**src/lnt_params.svh**
```systemverilog
`ifndef LNT_PARAMS_SVH
`define LNT_PARAMS_SVH

// ---------------------------------------------------------------
// clock and timing
// ---------------------------------------------------------------
`define LNT_CLK_HZ 200000000
`define LNT_RSP_DELAY_US_DEF 50000
`define LNT_GAP_US_DEF 0
`define LNT_US_CYCLES 200

// ---------------------------------------------------------------
// break length limits, bit-times
// ---------------------------------------------------------------
`define LNT_BRK_MIN 6'h0A
`define LNT_BRK_MAX 6'h24
`define LNT_BRK_MAX_SLOW 6'h0E
// cap between the two slow points, a design choice that keeps bus hold time
`define LNT_BRK_MAX_MID 6'h14
`define LNT_BRK_DEF 6'h0D
`define LNT_SLOW_BAUD 32'h00002580
`define LNT_LOW_BAUD 32'h00000960

// ---------------------------------------------------------------
// bit layout of a byte frame on the wire
// ---------------------------------------------------------------
`define LNT_DELIM_BITS 8'h01
`define LNT_SYNC_BYTE 8'h55
`define LNT_FRAME_BITS 4'hA

`endif

```
**src/lnt_pkg.sv**
```systemverilog
package lnt_pkg;

    // transmit byte stream from the user
    typedef struct packed {
        logic valid;
        logic [7:0] data;
        logic last;
        logic diag;
    } lnt_byte_t;

    // schedule header request
    typedef struct packed {
        logic valid;
        logic [5:0] id;
    } lnt_hdr_t;

    typedef enum logic [5:0] {
        LNT_IDLE = 6'b000001,
        LNT_BREAK = 6'b000010,
        LNT_DELIM = 6'b000100,
        LNT_SHIFT = 6'b001000,
        LNT_WAIT = 6'b010000,
        LNT_GAP = 6'b100000
    } lnt_state_t;

endpackage

```
**src/lnt_node.sv**
```systemverilog
`timescale 1ns/1ps
`include "lnt_params.svh"

module lnt_node
    import lnt_pkg::*;
(
    input wire logic clock,
    input wire logic reset_n,
    input wire logic running,
    input wire logic role_wr,
    input wire logic role_master,
    input wire logic brk_wr,
    input wire logic [5:0] brk_len,
    input wire logic [31:0] baud_rate,
    input wire logic [15:0] bit_cycles,
    input wire logic dly_wr,
    input wire logic [31:0] dly_us,
    input wire logic gap_wr,
    input wire logic [31:0] gap_us,
    input wire logic sched_req,
    input wire lnt_hdr_t hdr_in,
    input wire lnt_hdr_t rx_hdr,
    input wire logic rx_diag_req,
    input wire lnt_byte_t tx_byte,
    output logic tx_ready,
    output logic lin_tx,
    output logic is_master,
    output logic sched_active,
    output logic [5:0] break_length_setting,
    output logic invalid_value_error,
    output logic busy
);

    typedef struct packed {
        lnt_state_t fsm;
        logic master;
        logic sched;
        logic [5:0] brk;
        logic [31:0] dly;
        logic [31:0] gap;
        logic err;
        logic tx;
        logic rdy;
        logic [15:0] bitc;
        logic [5:0] bits;
        logic [9:0] shreg;
        logic [5:0] pend_id;
        logic pend_hdr;
        logic diag_seen;
        logic diag_last;
        logic [1:0] hdr_step;
        logic tload;
        logic [31:0] tval;
        logic busy;
    } lnt_st_t;

    lnt_st_t st_reg;
    lnt_st_t st_next;
    logic tdone;

    // largest break allowed at this baud rate, shared by the write check
    function automatic logic [5:0] brk_limit(input logic [31:0] baud);
        if (baud <= `LNT_LOW_BAUD) begin
            brk_limit = `LNT_BRK_MAX_SLOW;
        end else if (baud < `LNT_SLOW_BAUD) begin
            brk_limit = `LNT_BRK_MAX_MID;
        end else begin
            brk_limit = `LNT_BRK_MAX;
        end
    endfunction

    function automatic logic [31:0] us_to_cyc(input logic [31:0] us);
        us_to_cyc = 32'(us * `LNT_US_CYCLES);
    endfunction

    // protected identifier byte
    function automatic logic [7:0] pid(input logic [5:0] id);
        logic p0;
        logic p1;
        p0 = id[0] ^ id[1] ^ id[2] ^ id[4];
        p1 = ~(id[1] ^ id[3] ^ id[4] ^ id[5]);
        pid = {p1, p0, id};
    endfunction

    // ---------------------------------------------------------------
    // spacing timer
    // ---------------------------------------------------------------
    lnt_timer u_timer (
        .clock(clock),
        .reset_n(reset_n),
        .load(st_reg.tload),
        .count_in(st_reg.tval),
        .done(tdone)
    );

    // ---------------------------------------------------------------
    // configuration and framing
    // ---------------------------------------------------------------
    always_comb begin
        st_next = st_reg;
        st_next.tload = 1'b0;
        st_next.err = 1'b0;
        // one setting copy for every session on this interface
        if (role_wr && !running) begin
            st_next.master = role_master;
            if (!role_master) begin
                st_next.sched = 1'b0;
            end
        end
        if (sched_req && !running) begin
            st_next.master = 1'b1;
            st_next.sched = 1'b1;
        end else if (sched_req && st_reg.master) begin
            st_next.sched = 1'b1;
        end
        // out-of-range writes keep the old value
        if (brk_wr && brk_len >= `LNT_BRK_MIN && brk_len <= brk_limit(baud_rate)) begin
            st_next.brk = brk_len;
        end
        if (dly_wr) begin
            if (st_reg.master) begin
                st_next.err = 1'b1;
            end else begin
                st_next.dly = us_to_cyc(dly_us);
            end
        end
        if (gap_wr) begin
            st_next.gap = us_to_cyc(gap_us);
        end
        // slave: remember header and diag request ends
        if (!st_reg.master && rx_hdr.valid) begin
            st_next.pend_hdr = 1'b1;
            st_next.pend_id = rx_hdr.id;
        end
        if (!st_reg.master && rx_diag_req) begin
            st_next.diag_seen = 1'b1;
            st_next.tload = 1'b1;
            st_next.tval = st_reg.dly;
        end
        st_next.rdy = 1'b0;
        case (st_reg.fsm)
            LNT_IDLE: begin
                st_next.tx = 1'b1;
                if (st_reg.master && st_reg.sched && hdr_in.valid && running) begin
                    st_next.fsm = LNT_BREAK;
                    st_next.tx = 1'b0;
                    st_next.bits = st_reg.brk;
                    st_next.bitc = bit_cycles;
                    st_next.pend_id = hdr_in.id;
                    st_next.hdr_step = 2'h0;
                end else if (tx_byte.valid && running && tdone &&
                             (st_reg.master || st_reg.pend_hdr) && !st_reg.diag_seen) begin
                    st_next.fsm = LNT_SHIFT;
                    st_next.rdy = 1'b1;
                    st_next.shreg = {1'b1, tx_byte.data, 1'b0};
                    st_next.bits = 6'(`LNT_FRAME_BITS);
                    st_next.bitc = bit_cycles;
                    st_next.diag_last = tx_byte.diag;
                    st_next.hdr_step = 2'h3;
                    // a header landing in this cycle survives the clear
                    if (tx_byte.last && !rx_hdr.valid) begin
                        st_next.pend_hdr = 1'b0;
                    end
                end else if (st_reg.diag_seen && tdone && !st_reg.tload && !rx_diag_req) begin
                    // only once the loaded delay has run out; a new request wins
                    st_next.diag_seen = 1'b0;
                end
            end
            LNT_BREAK: begin
                // dominant for exactly brk bit-times
                if (st_reg.bitc > 16'h0001) begin
                    st_next.bitc = st_reg.bitc - 16'h0001;
                end else if (st_reg.bits > 6'h01) begin
                    st_next.bitc = bit_cycles;
                    st_next.bits = st_reg.bits - 6'h01;
                end else begin
                    st_next.fsm = LNT_DELIM;
                    st_next.tx = 1'b1;
                    st_next.bitc = bit_cycles;
                    st_next.bits = 6'(`LNT_DELIM_BITS);
                end
            end
            LNT_DELIM: begin
                if (st_reg.bitc > 16'h0001) begin
                    st_next.bitc = st_reg.bitc - 16'h0001;
                end else begin
                    st_next.fsm = LNT_SHIFT;
                    st_next.shreg = {1'b1, `LNT_SYNC_BYTE, 1'b0};
                    st_next.bits = 6'(`LNT_FRAME_BITS);
                    st_next.bitc = bit_cycles;
                    st_next.hdr_step = 2'h1;
                    st_next.diag_last = 1'b0;
                end
            end
            LNT_SHIFT: begin
                st_next.tx = st_reg.shreg[0];
                if (st_reg.bitc > 16'h0001) begin
                    st_next.bitc = st_reg.bitc - 16'h0001;
                end else if (st_reg.bits > 6'h01) begin
                    st_next.bitc = bit_cycles;
                    st_next.bits = st_reg.bits - 6'h01;
                    st_next.shreg = {1'b1, st_reg.shreg[9:1]};
                end else if (st_reg.hdr_step == 2'h1) begin
                    st_next.shreg = {1'b1, pid(st_reg.pend_id), 1'b0};
                    st_next.bits = 6'(`LNT_FRAME_BITS);
                    st_next.bitc = bit_cycles;
                    st_next.hdr_step = 2'h2;
                end else begin
                    st_next.fsm = LNT_GAP;
                    st_next.tx = 1'b1;
                    // diag frames keep their spacing in both roles
                    if (st_reg.diag_last) begin
                        st_next.tload = 1'b1;
                        st_next.tval = st_reg.gap;
                    end
                end
            end
            LNT_GAP: begin
                st_next.fsm = LNT_WAIT;
            end
            LNT_WAIT: begin
                // timer load lands one cycle after the gap state
                st_next.fsm = LNT_IDLE;
            end
            default: begin
                st_next.fsm = LNT_IDLE;
            end
        endcase
        // busy is kept in a flop so the output has no decode behind it
        st_next.busy = (st_next.fsm != LNT_IDLE);
    end

    always_ff @(posedge clock) begin
        if (!reset_n) begin
            st_reg <= '0;
            st_reg.fsm <= LNT_IDLE;
            st_reg.master <= 1'b0;
            st_reg.brk <= `LNT_BRK_DEF;
            st_reg.dly <= 32'(`LNT_RSP_DELAY_US_DEF * `LNT_US_CYCLES);
            st_reg.gap <= 32'(`LNT_GAP_US_DEF * `LNT_US_CYCLES);
            st_reg.tx <= 1'b1;
        end else begin
            st_reg <= st_next;
        end
    end

    // ---------------------------------------------------------------
    // outputs, all from state flip-flops
    // ---------------------------------------------------------------
    assign lin_tx = st_reg.tx;
    assign tx_ready = st_reg.rdy;
    assign is_master = st_reg.master;
    assign sched_active = st_reg.sched;
    assign break_length_setting = st_reg.brk;
    assign invalid_value_error = st_reg.err;
    assign busy = st_reg.busy;

endmodule

```
**src/lnt_timer.sv**
```systemverilog
`timescale 1ns/1ps

// ---------------------------------------------------------------
// down counter for minimum time spacing
// ---------------------------------------------------------------
module lnt_timer
    import lnt_pkg::*;
(
    input wire logic clock,
    input wire logic reset_n,
    input wire logic load,
    input wire logic [31:0] count_in,
    output logic done
);

    typedef struct packed {
        logic [31:0] cnt;
    } lnt_tmr_t;

    lnt_tmr_t st_reg;
    lnt_tmr_t st_next;

    // count reaches zero and stays there
    always_comb begin
        st_next = st_reg;
        if (load) begin
            st_next.cnt = count_in;
        end else if (st_reg.cnt != 32'h00000000) begin
            st_next.cnt = st_reg.cnt - 32'h00000001;
        end
    end

    always_ff @(posedge clock) begin
        if (!reset_n) begin
            st_reg <= '0;
        end else begin
            st_reg <= st_next;
        end
    end

    assign done = (st_reg.cnt == 32'h00000000);

endmodule

```
**config.mk**
```make
export PLATFORM = sky130hd
export DESIGN_NAME = lnt_node
export DESIGN_NICKNAME = d
export VERILOG_FILES = /design/src/lnt_pkg.sv /design/src/lnt_node.sv /design/src/lnt_timer.sv
export VERILOG_INCLUDE_DIRS = /design/src
export SDC_FILE = /design/constraint.sdc
export NUM_CORES = 1
export LEC_CHECK = 0
export ABC_AREA = 1
export BUFFER_PORTS_ARGS = -buffer_cell sky130_fd_sc_hd__buf_2
export CAP_MARGIN = 0
export CORE_MARGIN = 3
export CORE_UTILIZATION = 40
export CTS_CLUSTER_DIAMETER = 120
export CTS_CLUSTER_SIZE = 8
export DETAILED_ROUTE_END_ITERATION = 16
export GPL_TIMING_DRIVEN = 0
export PLACE_DENSITY = 0.68
export SYNTH_ARGS = -nofsm -noshare
export SYNTH_HDL_FRONTEND = slang
export SYNTH_SLANG_ARGS = --single-unit
```
**constraint.sdc**
```tcl
create_clock -name clock -period 4.1 [get_ports clock]
set_input_delay 1.23 -clock clock [delete_from_list [all_inputs] [get_ports clock]]
set_output_delay 1.23 -clock clock [all_outputs]
set_load 0.02 [all_outputs]
```
# Word level (Yosys, flattened, before mapping)
# Index checks and enable logic that the tools add are counted.
# word_totals
reg_bits	184
input_bits	153
word_cells	166
# classes
n_addsub	3
n_mul	2
order_cmp	6
eq_ne	19
n_mux	61
bitwise_logic	10
reduce_logical	44
# op_table
op	count
33-bit 2-to-1 mux	5
32-bit 2-to-1 mux	4
22-bit one-hot mux with 4 select lines	1
16-bit 2-to-1 mux	5
6-bit 2-to-1 mux	13
35-bit 2-to-1 mux	2
32-bit by 5-bit multiplier with 29-bit output, second input constant	2
32-bit by 12-bit <= comparator with 1-bit output, second input constant	1
32-bit logical NOT	1
32-bit by 14-bit less-than comparator with 1-bit output, second input constant	1
32-bit nonzero test	1
32-bit by 1-bit subtractor with 32-bit output, second input constant	1
10-bit one-hot mux with 3 select lines	1
6-bit one-hot mux with 5 select lines	1
22-bit 2-to-1 mux	1
1-bit logical AND	18
6-bit AND reduction	3
16-bit by 1-bit greater-than comparator with 1-bit output, second input constant	1
1-bit 2-to-1 mux	16
2-bit != test, second input constant	8
16-bit by 1-bit subtractor with 16-bit output, second input constant	1
10-bit 2-to-1 mux	1
3-bit 2-to-1 mux	3
3-bit nonzero test	3
other kinds (30)	51

# Longest topological paths before layout
# Gate-level depths: netlist of the first run.
# depth
ltp_word	8
depth_mapped	18
ltp_nobuf	18

# Cells and area by module
# From an unflattened synthesis of the first run, not the netlist that was laid out.
# hier_totals
cells_unflattened	2663
hier_area_um2	16590.9
# modules_own_cells
mod	n_inst	cells_each	area_each_um2	seq_area_each_um2
lnt_node	1	2294	14303.7	3042.9
lnt_timer	1	369	2287.2	640.6

# Worst setup path before layout of the first run
# Ideal clock, no wire load.
# synth_path
path_kind	in2reg
startpoint	in gap_us[2]
endpoint	reg st_reg[106] in the netlist's numbering
setup_ns	0.109
t_arrival_ns	3.572
t_required_ns	3.991
path_slack_ns	0.419
cell_stages	15
cell_sequence	ha_1 ha_1 fa_1 ha_1 or2_2 nand3_1 nand2_1 nand2_1 nand2_1 nand2_1 nand2_1 nand2_1 nand3_1 nand2_1 inv_1
# synth_via
elab_chain_cells	1
# synth_rtl
item	line_no	rtl
from (decl)	lnt_node.sv:19	input wire logic [31:0] gap_us,
32-bit by 5-bit multiplier with 29-bit output (no line)	-	
to (signal assigned)	lnt_node.sv:243	st_reg <= st_next;
to (decl)	lnt_node.sv:57	lnt_st_t st_reg;
# Every way passes these cells.
# A chain may end at the register's enable or synchronous reset.

# Worst setup path after layout of the first run
# layout_path
startpoint	in gap_us[15]
endpoint	reg st_reg[107] in the netlist's numbering
# The elaborated chain is that of the path after synthesis.

==> results of run 1 <==
[kinds of logic (layout without fill, tap and decap cells)]
group	Yosys count	after routing	share of synthesized area, %
compound gates	345	345	11.65
xor+xnor	56	56	3.049
fa+ha+maj	204	204	18.01
buf+inv	573	762	13.78
flops	184	184	22.90
simple gates	1183	1183	30.61
[worst max path at each step]
stage | cells after the start | to | slack, ps | from
6_report | 16 | st_reg[107] | 380 | gap_us[15]
5_1_grt | 16 | st_reg[137] | 160 | dly_us[8]
4_1_cts | 16 | st_reg[107] | 410 | gap_us[15]
3_5_place_dp | 16 | st_reg[107] | -30 | gap_us[15]
3_3_place_gp | 15 | st_reg[139] | -10 | dly_us[17]
2_1_floorplan | 15 | st_reg[106] | 420 | gap_us[2]
[critical path: stages]
cell     delay [ps]
buf_2           120
ha_1            300
ha_1            280
inv_1            50
fa_1            500
inv_1            40
ha_1            390
nand2_1         130
nor2_1          200
inv_1            80
nor2_1          180
nand4_1         190
nand4_1         140
nand3_1         110
nand2_1          90
inv_1            40
[synth_stat cells, types with 2 or more instances]
library cell	instances
nand2_1	567
inv_1	496
nor2_1	392
dfxtp_1	184
ha_1	158
a21oi_1	137
o21ai_0	131
nand3_1	119
fa_1	46
clkbuf_1	42
nand4_1	34
xor2_1	34
nor3_1	24
o21ai_1	23
xnor2_1	22
o211ai_1	18
nor2_2	12
a22oi_1	11
buf_2	11
buf_4	8
a21o_1	6
inv_2	6
nand3_2	6
nand3b_1	6
nor4_1	6
buf_1	5
o211a_1	5
o21bai_1	5
a31oi_1	3
buf_6	3
nand2_2	3
nand2_4	3
or2_2	3
clkinv_1	2
[area by class of cell]
| class | count | share of cell area, % |
|---|---|---|
| Inverter | 504 | 10.45 |
| Clock inverter | 13 | 0.8225 |
| Sequential cell | 184 | 20.35 |
| Clock buffer | 19 | 2.391 |
| Multi-Input combinational cell | 1788 | 56.27 |
| Buffer | 69 | 1.797 |
| Timing Repair Buffer | 157 | 4.341 |
| Tap cell | 518 | 3.580 |
[metrics by stage]
stage | hold WS [ps] | area [um^2]
floorplan | 414.9 | 16090
global placement | 429.4 | 17520
detailed placement | 433.1 | 17520
CTS | 451.4 | 18100
global route | 473.2 | 18100
finish | 451.3 | 18100
[routing by layer]
layer,part of all wire [%],global-route usage (%)
met1,44,27.08
met2,50,38.99
met3,4.5,2.399
met4,2.1,5.697
met5,0,0
[power groups by stage]
stage	Clock, uW	Sequential [uW]	Combinational [uW]
after floorplan	0	2340	3930
after global placement	0	2400	5130
after detailed placement	0	2410	5200
after CTS	1680	2370	5230
after global routing	1750	2410	6030
final	1660	2380	5270
==> flow_summary.toml, run 1 <==
[clock_tree]
clockBufferDepth = 2
cts_setup_buffers = 0
clockRootBuffer = "clkbuf_16"
numCtsBuffers = 17
clk_pin_slew_worst_paths_ps = 70
cts-hold-fix-buffers = 0
cts_sinks = 184
cts_repair_resize_count = 0
cts_tree = "yes"
insertion_delay_ps = 440
h-tree-depth = 4

[floorplan]
start_util_pct = 41.05
coreArea_mm2 = 0.03919
dieHeight_um = 206.5
io_pins = 165
row_count = 72
dieArea_mm2 = 0.04266
die_width_um = 206.5

[timing]
clock_skew_ps = 9.605
maxSlewViolCount = 0
max_freq_ghz = 0.2687
setup_violations = 0
finalCriticalPeriod_ps = 3722
fin_crit_sh_pct = 90.78
maxSlewHeadroom_pct = 39.72
setup_ws_ps = 378.0
setup_tns_ps = 0
worst-slew-pin-transition_ps = 900.8
hold_violations = 0
rsz0062_at_grt = "false"

[critical_path]
cp.required_ps = 4440
critical_path.max_fanout = 5
worst_r2r_path_depth = 10
endpoint_kind = "flop"
reg2reg_slack_ps = 1630
r2r-end = "st_reg[10]"
path_class = "in2reg"
cp-start-kind = "input port"
r2r-start = "st_reg[62]"
arrival_ps = 4070

[pwr]
fin_total_pwr_uw = 9309
vdd_drop_max_uv = 342.0
switchingPower_uw = 4512
pwr-share-comb_pct = 56.6
power_leakage_uw = 0.01011
power.share.switching_pct = 48.47
powerDensity_mw_per_mm2 = 514.3
intPower_uw = 4797
pwr-share-clk_pct = 17.8
seq_power_share_pct = 25.6

[min_path]
min_from = "st_reg[2]"
hold_end = "st_reg[2]"
hold_path_class = "reg2reg"
hold_depth = 2

[finish]
syn_to_final_growth_pct = 12.53
drive_gt1_share_pct = 9.034
antenna_cells = 0
largest_reg_flops = 140
stdcell_count = 3252
seqCellArea_mm2 = 0.003684
layout_common_cells = "567 x nand2_1, 496 x inv_1, 392 x nor2_1, 184 x dfxtp_1, 168 x buf_2"
final_common_cell = "nand2_1"
multi_input_area_mm2 = 0.01019
n_fill_cell = 4181
fin_util_pct = 46.19
nets = 3078

[flow_run]
cap_violations = 0

[grt]
grt_max_degree = 17
overflow = 0
antenna_found_initial = 0
grt_usage_pct = 21.49
first_global_vias = 15192
grt_pass1_wl_mm = 74.46

[detailed_routing]
via_per_inst = 4.957
wirelength_mm = 46.69
ant_nets = 0
drt_iter0_drc = 1218
firstDrtPassIters = 5
via_count = 16119
remaining_drc_errors = 0
wire_per_inst_um = 14.36

[yosys]
syn-num-nets = 2902
synth_warnings = 0
synth_area_per_cell_um2 = 6.321
synth.top_cell.area_share_pct = 22.90
synth_cell_types = 48
netlist_area_mm2 = 0.01609
syn_inst = 2545
synth_async_sr_flop_share_pct = 0
synthFlopType = "dfxtp_1"
synth_area_leaders = "dfxtp_1 23%, nand2_1 13%, ha_1 12%"
synth_enable_flop_cells = 0
synth.yosys.seq_area_share_pct = 22.90
synth_largest_area_cell = "dfxtp_1"
ys_seq_elements = 184

[placement]
portBuffers = 157
dp_cells = 3220
post-place-ws_ps = -28.86
place.gp.congestion = 0.9641
hpwl_mm = 38.42

[status]
status = "completed"
(Power assumes the default switching activity.)
==> run 2, diff against run 1 <==
ABC_AREA = unset   (was 1)
==> run 2 against run 1 <==
Net effect:
- the run now ends with setup timing left
- clock-buffer cell count fell by 2
- worst hold slack improved by 6.8 ps
- sequential power rose by 3%
- utilization rose by 2.5 points
- power fell by 6.1%
- combinational power fell by 14%
- clock power rose by 5%
- largest cell class unchanged
==> flow_summary.toml, run 2 <==
[grt]
grt_max_degree = 23
grt_pass1_wl_mm = 62.55
antenna_found_initial = 3
grt_usage_pct = 19.72
first_global_vias = 12557
overflow = 0

[clock_tree]
cts_sinks = 184
numCtsBuffers = 17
insertion_delay_ps = 450
clockBufferDepth = 2
cts-hold-fix-buffers = 0
clk_pin_slew_worst_paths_ps = 90
cts_tree = "yes"
h-tree-depth = 4
clockRootBuffer = "clkbuf_16"

[yosys]
synth_area_per_cell_um2 = 8.069
synth_async_sr_flop_share_pct = 0
synth_enable_flop_cells = 0
synthFlopType = "dfxtp_1"
synth_area_leaders = "dfxtp_1 26%, ha_1 14%, fa_1 6.5%"
syn-num-nets = 2106
ys_seq_elements = 184
netlist_area_mm2 = 0.01411
synth.yosys.seq_area_share_pct = 26.10
synth.top_cell.area_share_pct = 26.10
synth_largest_area_cell = "dfxtp_1"
yosysMostFrequentCell = "inv_1"
synth_cell_types = 74
syn_inst = 1749
yosys-top-cells-count = "227 x inv_1, 184 x dfxtp_1, 175 x nor2_1"
synth_warnings = 0

[critical_path]
worst_r2r_path_depth = 8
endpoint_kind = "flop"
arrival_ps = 4550
cp.required_ps = 4500
critical_path.max_fanout = 4
cp-start-kind = "input port"
path_class = "in2reg"

[pwr]
power.share.switching_pct = 42.98
pwr-share-comb_pct = 52.0
intPower_uw = 4986
pwr-share-clk_pct = 19.9
powerDensity_mw_per_mm2 = 519.0
switchingPower_uw = 3758
vdd_drop_max_uv = 467.6
power_leakage_uw = 0.007659
seq_power_share_pct = 28.1

[detailed_routing]
drt_iter0_drc = 775
via_count = 12837
ant_nets = 0
firstDrtPassIters = 5
via_per_inst = 5.335
wire_per_inst_um = 15.98
wirelength_mm = 38.44
remaining_drc_errors = 0

[floorplan]
dieHeight_um = 193.8
io_pins = 165
coreArea_mm2 = 0.03463
start_util_pct = 40.75
dieArea_mm2 = 0.03757
row_count = 68
die_width_um = 193.8

[timing]
rsz0062_at_grt = "true"
max_freq_ghz = 0.2406
fin_crit_sh_pct = 101.4
hold_violations = 0
maxSlewViolCount = 0
maxSlewHeadroom_pct = 24.56
worst-slew-pin-transition_ps = 1114
setup_ws_ps = -56.88
setup_violations = 1
clock_skew_ps = 21.23
setup_tns_ps = -56.88
holdWs_ps = 458.1
finalCriticalPeriod_ps = 4157

[placement]
post-place-ws_ps = -549.1
place.gp.congestion = 0.9065
placed_cell_area_mm2 = 0.01568
dp_cells = 2362
hpwl_mm = 30.15
portBuffers = 158

[finish]
stdcell_count = 2406
largest_reg_flops = 140
syn_to_final_growth_pct = 19.39
final_common_cell = "inv_1"
nets = 2294
drive_gt1_share_pct = 16.67
layout_common_cells = "222 x inv_1, 184 x dfxtp_1, 174 x nor2_1, 174 x nand2_1, 160 x buf_2"
final_area_mm2 = 0.01685
n_fill_cell = 3352

[status]
status = "complete, but fails checks"
violations = "setup timing"

[flow_run]
cap_violations = 0

[min_path]
hold_path_class = "reg2reg"
hold_depth = 2
==> run 2: per-stage QoR <==
step,total power [uW],utilization (%)
floorplan,5787,-
global placement,6673,45.27
detailed placement,6763,45.27
CTS,8546,47.23
global route,9419,48.66
finish,8744,48.66
==> run 2: cell type report <==
class | instances | area (um^2) | share of cell area [%]
repair buffers | 172 | 939.7 | 5.577
diodes | 1 | 2.502 | 0.01485
plain buffers | 77 | 361.6 | 2.146
multi-input cells | 1257 | 9804 | 58.19
inverters | 228 | 855.8 | 5.079
well taps | 455 | 569.3 | 3.379
clock inverters | 15 | 206.4 | 1.225
clock buffers | 17 | 425.4 | 2.525
flip-flops and latches | 184 | 3684 | 21.86
==> run 2: cells by family after synthesis <==
group / count (synthesis) / share of synthesized area (%)
AOI/OAI and AO/OA: 378 / 18.02
xor gates and xnor gates: 77 / 4.779
adders and majority gates: 204 / 20.53
buffers and inverters: 308 / 8.706
DFF: 184 / 26.10
muxes: 37 / 2.624
and+or+nand+nor: 561 / 19.24
==> run 2: final timing paths <==
path                    start  slack, ps          end
hold / removal    st_reg[134]        460  st_reg[134]
hold reg to reg   st_reg[134]        460  st_reg[134]
setup reg to reg   st_reg[70]       1060   st_reg[23]
setup / recovery    gap_us[3]        -60  st_reg[107]
==> run 2: routing by layer <==
layer	routed length (um)	part of all wire, %	vias up	GRT usage [%]
met1	17490	45	6024	26.69
li1	-	-	6426	-
met3	1930	5.0	42	2.537
met5	9	0.023	-	0
met2	18370	48	343	33.62
met4	643	1.7	2	4.734
==> run 2: repair_timing <==
action / CTS / global route
pin swaps: 3 / 48
setup buffers: 2 / 12
gates resized for setup: 5 / 69
endpoints found under the setup margin: 7 / 19
==> run 2: worst max-delay path, stage by stage <==
cell,delay [ps]
buf_12,110
ha_4,230
ha_4,260
fa_1,440
ha_4,280
nor2b_4,120
o31a_1,280
o211ai_1,330
a21oi_2,140
or2_4,270
a221o_1,360
a2111oi_2,340
nand4b_1,140
==> run 2: power groups by stage <==
stage | registers (uW) | logic, uW | clock network, uW
floorplan | 2410 | 3380 | 0
global placement | 2480 | 4200 | 0
detailed placement | 2490 | 4270 | 0
CTS | 2450 | 4340 | 1760
global route | 2500 | 5090 | 1830
finish | 2460 | 4550 | 1740
==> run 3, diff against run 2 <==
--- a/config.mk
+++ b/config.mk
@@ -19,2 +19,3 @@
 export SYNTH_HDL_FRONTEND = slang
 export SYNTH_SLANG_ARGS = --single-unit
+export TNS_END_PERCENT = 30
==> constraint.sdc (replaced) <==
create_clock -name clock -period 4.1 [get_ports clock]
set_input_delay 0 -clock clock [delete_from_list [all_inputs] [get_ports clock]]
set_output_delay 0 -clock clock [all_outputs]
set_load 0.02 [all_outputs]
==> run 3 against run 2 <==
Net effect:
- the flow now finishes without violations
- worst hold slack got worse by 440 ps
- global-route usage rose by 0.16 points
- cell count rose by 1.9%
- clock power fell by 5%
- critical path type unchanged
- largest power group unchanged
==> flow_summary.toml, run 3 (synthesis results as in run 2) <==
[timing]
clock_skew_ps = 12.32
maxSlewViolCount = 0
worst-slew-pin-transition_ps = 1087
holdWs_ps = 21.40
setup_ws_ps = 242.0
setup_violations = 0
finalCriticalPeriod_ps = 3858
maxSlewHeadroom_pct = 26.40
max_freq_ghz = 0.2592
hold_violations = 0
setup_tns_ps = 0
fin_crit_sh_pct = 94.10
rsz0062_at_grt = "false"

[floorplan]
coreArea_mm2 = 0.03463
row_count = 68
die_width_um = 193.8
io_pins = 165
dieHeight_um = 193.8
dieArea_mm2 = 0.03757
start_util_pct = 40.75

[clock_tree]
clk_pin_slew_worst_paths_ps = 80
clockRootBuffer = "clkbuf_16"
cts_setup_buffers = 0
cts_sinks = 184
numCtsBuffers = 17
h-tree-depth = 4
clockBufferDepth = 2
cts_tree = "yes"
insertion_delay_ps = 440

[grt]
overflow = 0
grt_pass1_wl_mm = 63.11
grt_usage_pct = 19.88
grt_max_degree = 20
antenna_found_initial = 2
first_global_vias = 12759

[finish]
largest_reg_flops = 140
final_common_cell = "inv_1"
fin_util_pct = 48.09
stdcell_count = 2452
layout_common_cells = "227 x inv_1, 184 x dfxtp_1, 175 x nor2_1, 174 x nand2_1, 168 x buf_2"
syn_to_final_growth_pct = 18.01
nets = 2341
drive_gt1_share_pct = 12.22
antenna_cells = 0

[pwr]
vdd_drop_max_uv = 386.7
power.share.switching_pct = 42.78
intPower_uw = 4792
seq_power_share_pct = 29.4
powerDensity_mw_per_mm2 = 502.9
power_leakage_uw = 0.007810
switchingPower_uw = 3583
pwr-share-clk_pct = 19.7
pwr-share-comb_pct = 50.9

[placement]
place.gp.congestion = 0.8873
post-place-ws_ps = 186.6
dp_cells = 2362
hpwl_mm = 29.93
portBuffers = 158

[detailed_routing]
drt_iter0_drc = 726
wl_met3_mm = 1.625
routedLengthMet1_mm = 17.91
firstDrtPassIters = 5
wire_per_inst_um = 15.61
via_count = 13048
remaining_drc_errors = 0
ant_nets = 0
highest_layer = "met5"
via_per_inst = 5.321
wirelength_mm = 38.28
met2_length_mm = 18.13

[min_path]
min_from = "dly_us[3]"
hold_path_class = "in2reg"

[critical_path]
cp.required_ps = 4480
cp-startpoint = "gap_us[2]"
critical_path.max_fanout = 4
endpoint_kind = "flop"
arrival_ps = 4240
path_class = "in2reg"
r2r-start = "u_timer.st_reg[8]"
cp-start-kind = "input port"

[flow_run]
cap_violations = 0

[status]
status = "completed"
## run 3: changes by cell type in the layout (fill, tap and decap cells not counted), sizes merged
cell	delta
inv	-2
clkbuf	+1
dlygate4sd3	+58
clkinvlp	+1
diode	-1
buf	-11
## run 3: repair_timing
action,4_1_cts,5_1_grt
endpoints found under the setup margin,0,5
hold buffers,58,0
resized for setup,0,2
hold endpoints to repair,50,0
## run 3: final timing paths
kind,slack [ps],endpoint,cells after the start
max reg2reg,950,st_reg[38],8
min,20,st_reg[118],4
max,240,st_reg[107],14
min reg2reg,460,st_reg[123],2
## run 3: critical path, cell delays in order
cell and delay, ps:
dlygate4sd3_1 530, buf_2 150, ha_1 290, ha_1 320
fa_1 470, ha_1 360, nor2b_1 160, o31a_1 290
o211ai_1 280, a21oi_1 160, or2_2 340, a221o_1 340
a2111oi_0 400, nand4b_1 160
## run 3: area by class of cell
cell class | instances | area, um^2
Timing Repair Buffer | 216 | 1371
Clock inverter | 14 | 155.1
Inverter | 228 | 855.8
Multi-Input combinational cell | 1257 | 9206
Tap cell | 455 | 569.3
Clock buffer | 18 | 439.2
Sequential cell | 184 | 3684
Fill cell | 3336 | 17970
Buffer | 80 | 372.9
## run 3: power by group through the flow
stage / logic (uW) / clock network (uW) / registers [uW]
floorplan: 3280 / 0 / 2410
global placement: 4070 / 0 / 2480
detailed placement: 4150 / 0 / 2490
CTS: 4240 / 1660 / 2450
global route: 4800 / 1730 / 2500
finish: 4260 / 1650 / 2460
## run 3: metrics by stage
step | total power (uW) | instance area, um^2
floorplan | 5691 | 14110
global placement | 6551 | 15470
detailed placement | 6642 | 15470
CTS | 8358 | 16650
global route | 9036 | 16650
finish | 8376 | 16650
## run 3: layer usage
| metal | vias to the layer above | track usage [%] |
|---|---|---|
| met2 | 336 | 34.55 |
| li1 | 6519 | - |
| met3 | 45 | 2.346 |
| met5 | - | 0 |
| met4 | 2 | 4.149 |
| met1 | 6146 | 26.74 |
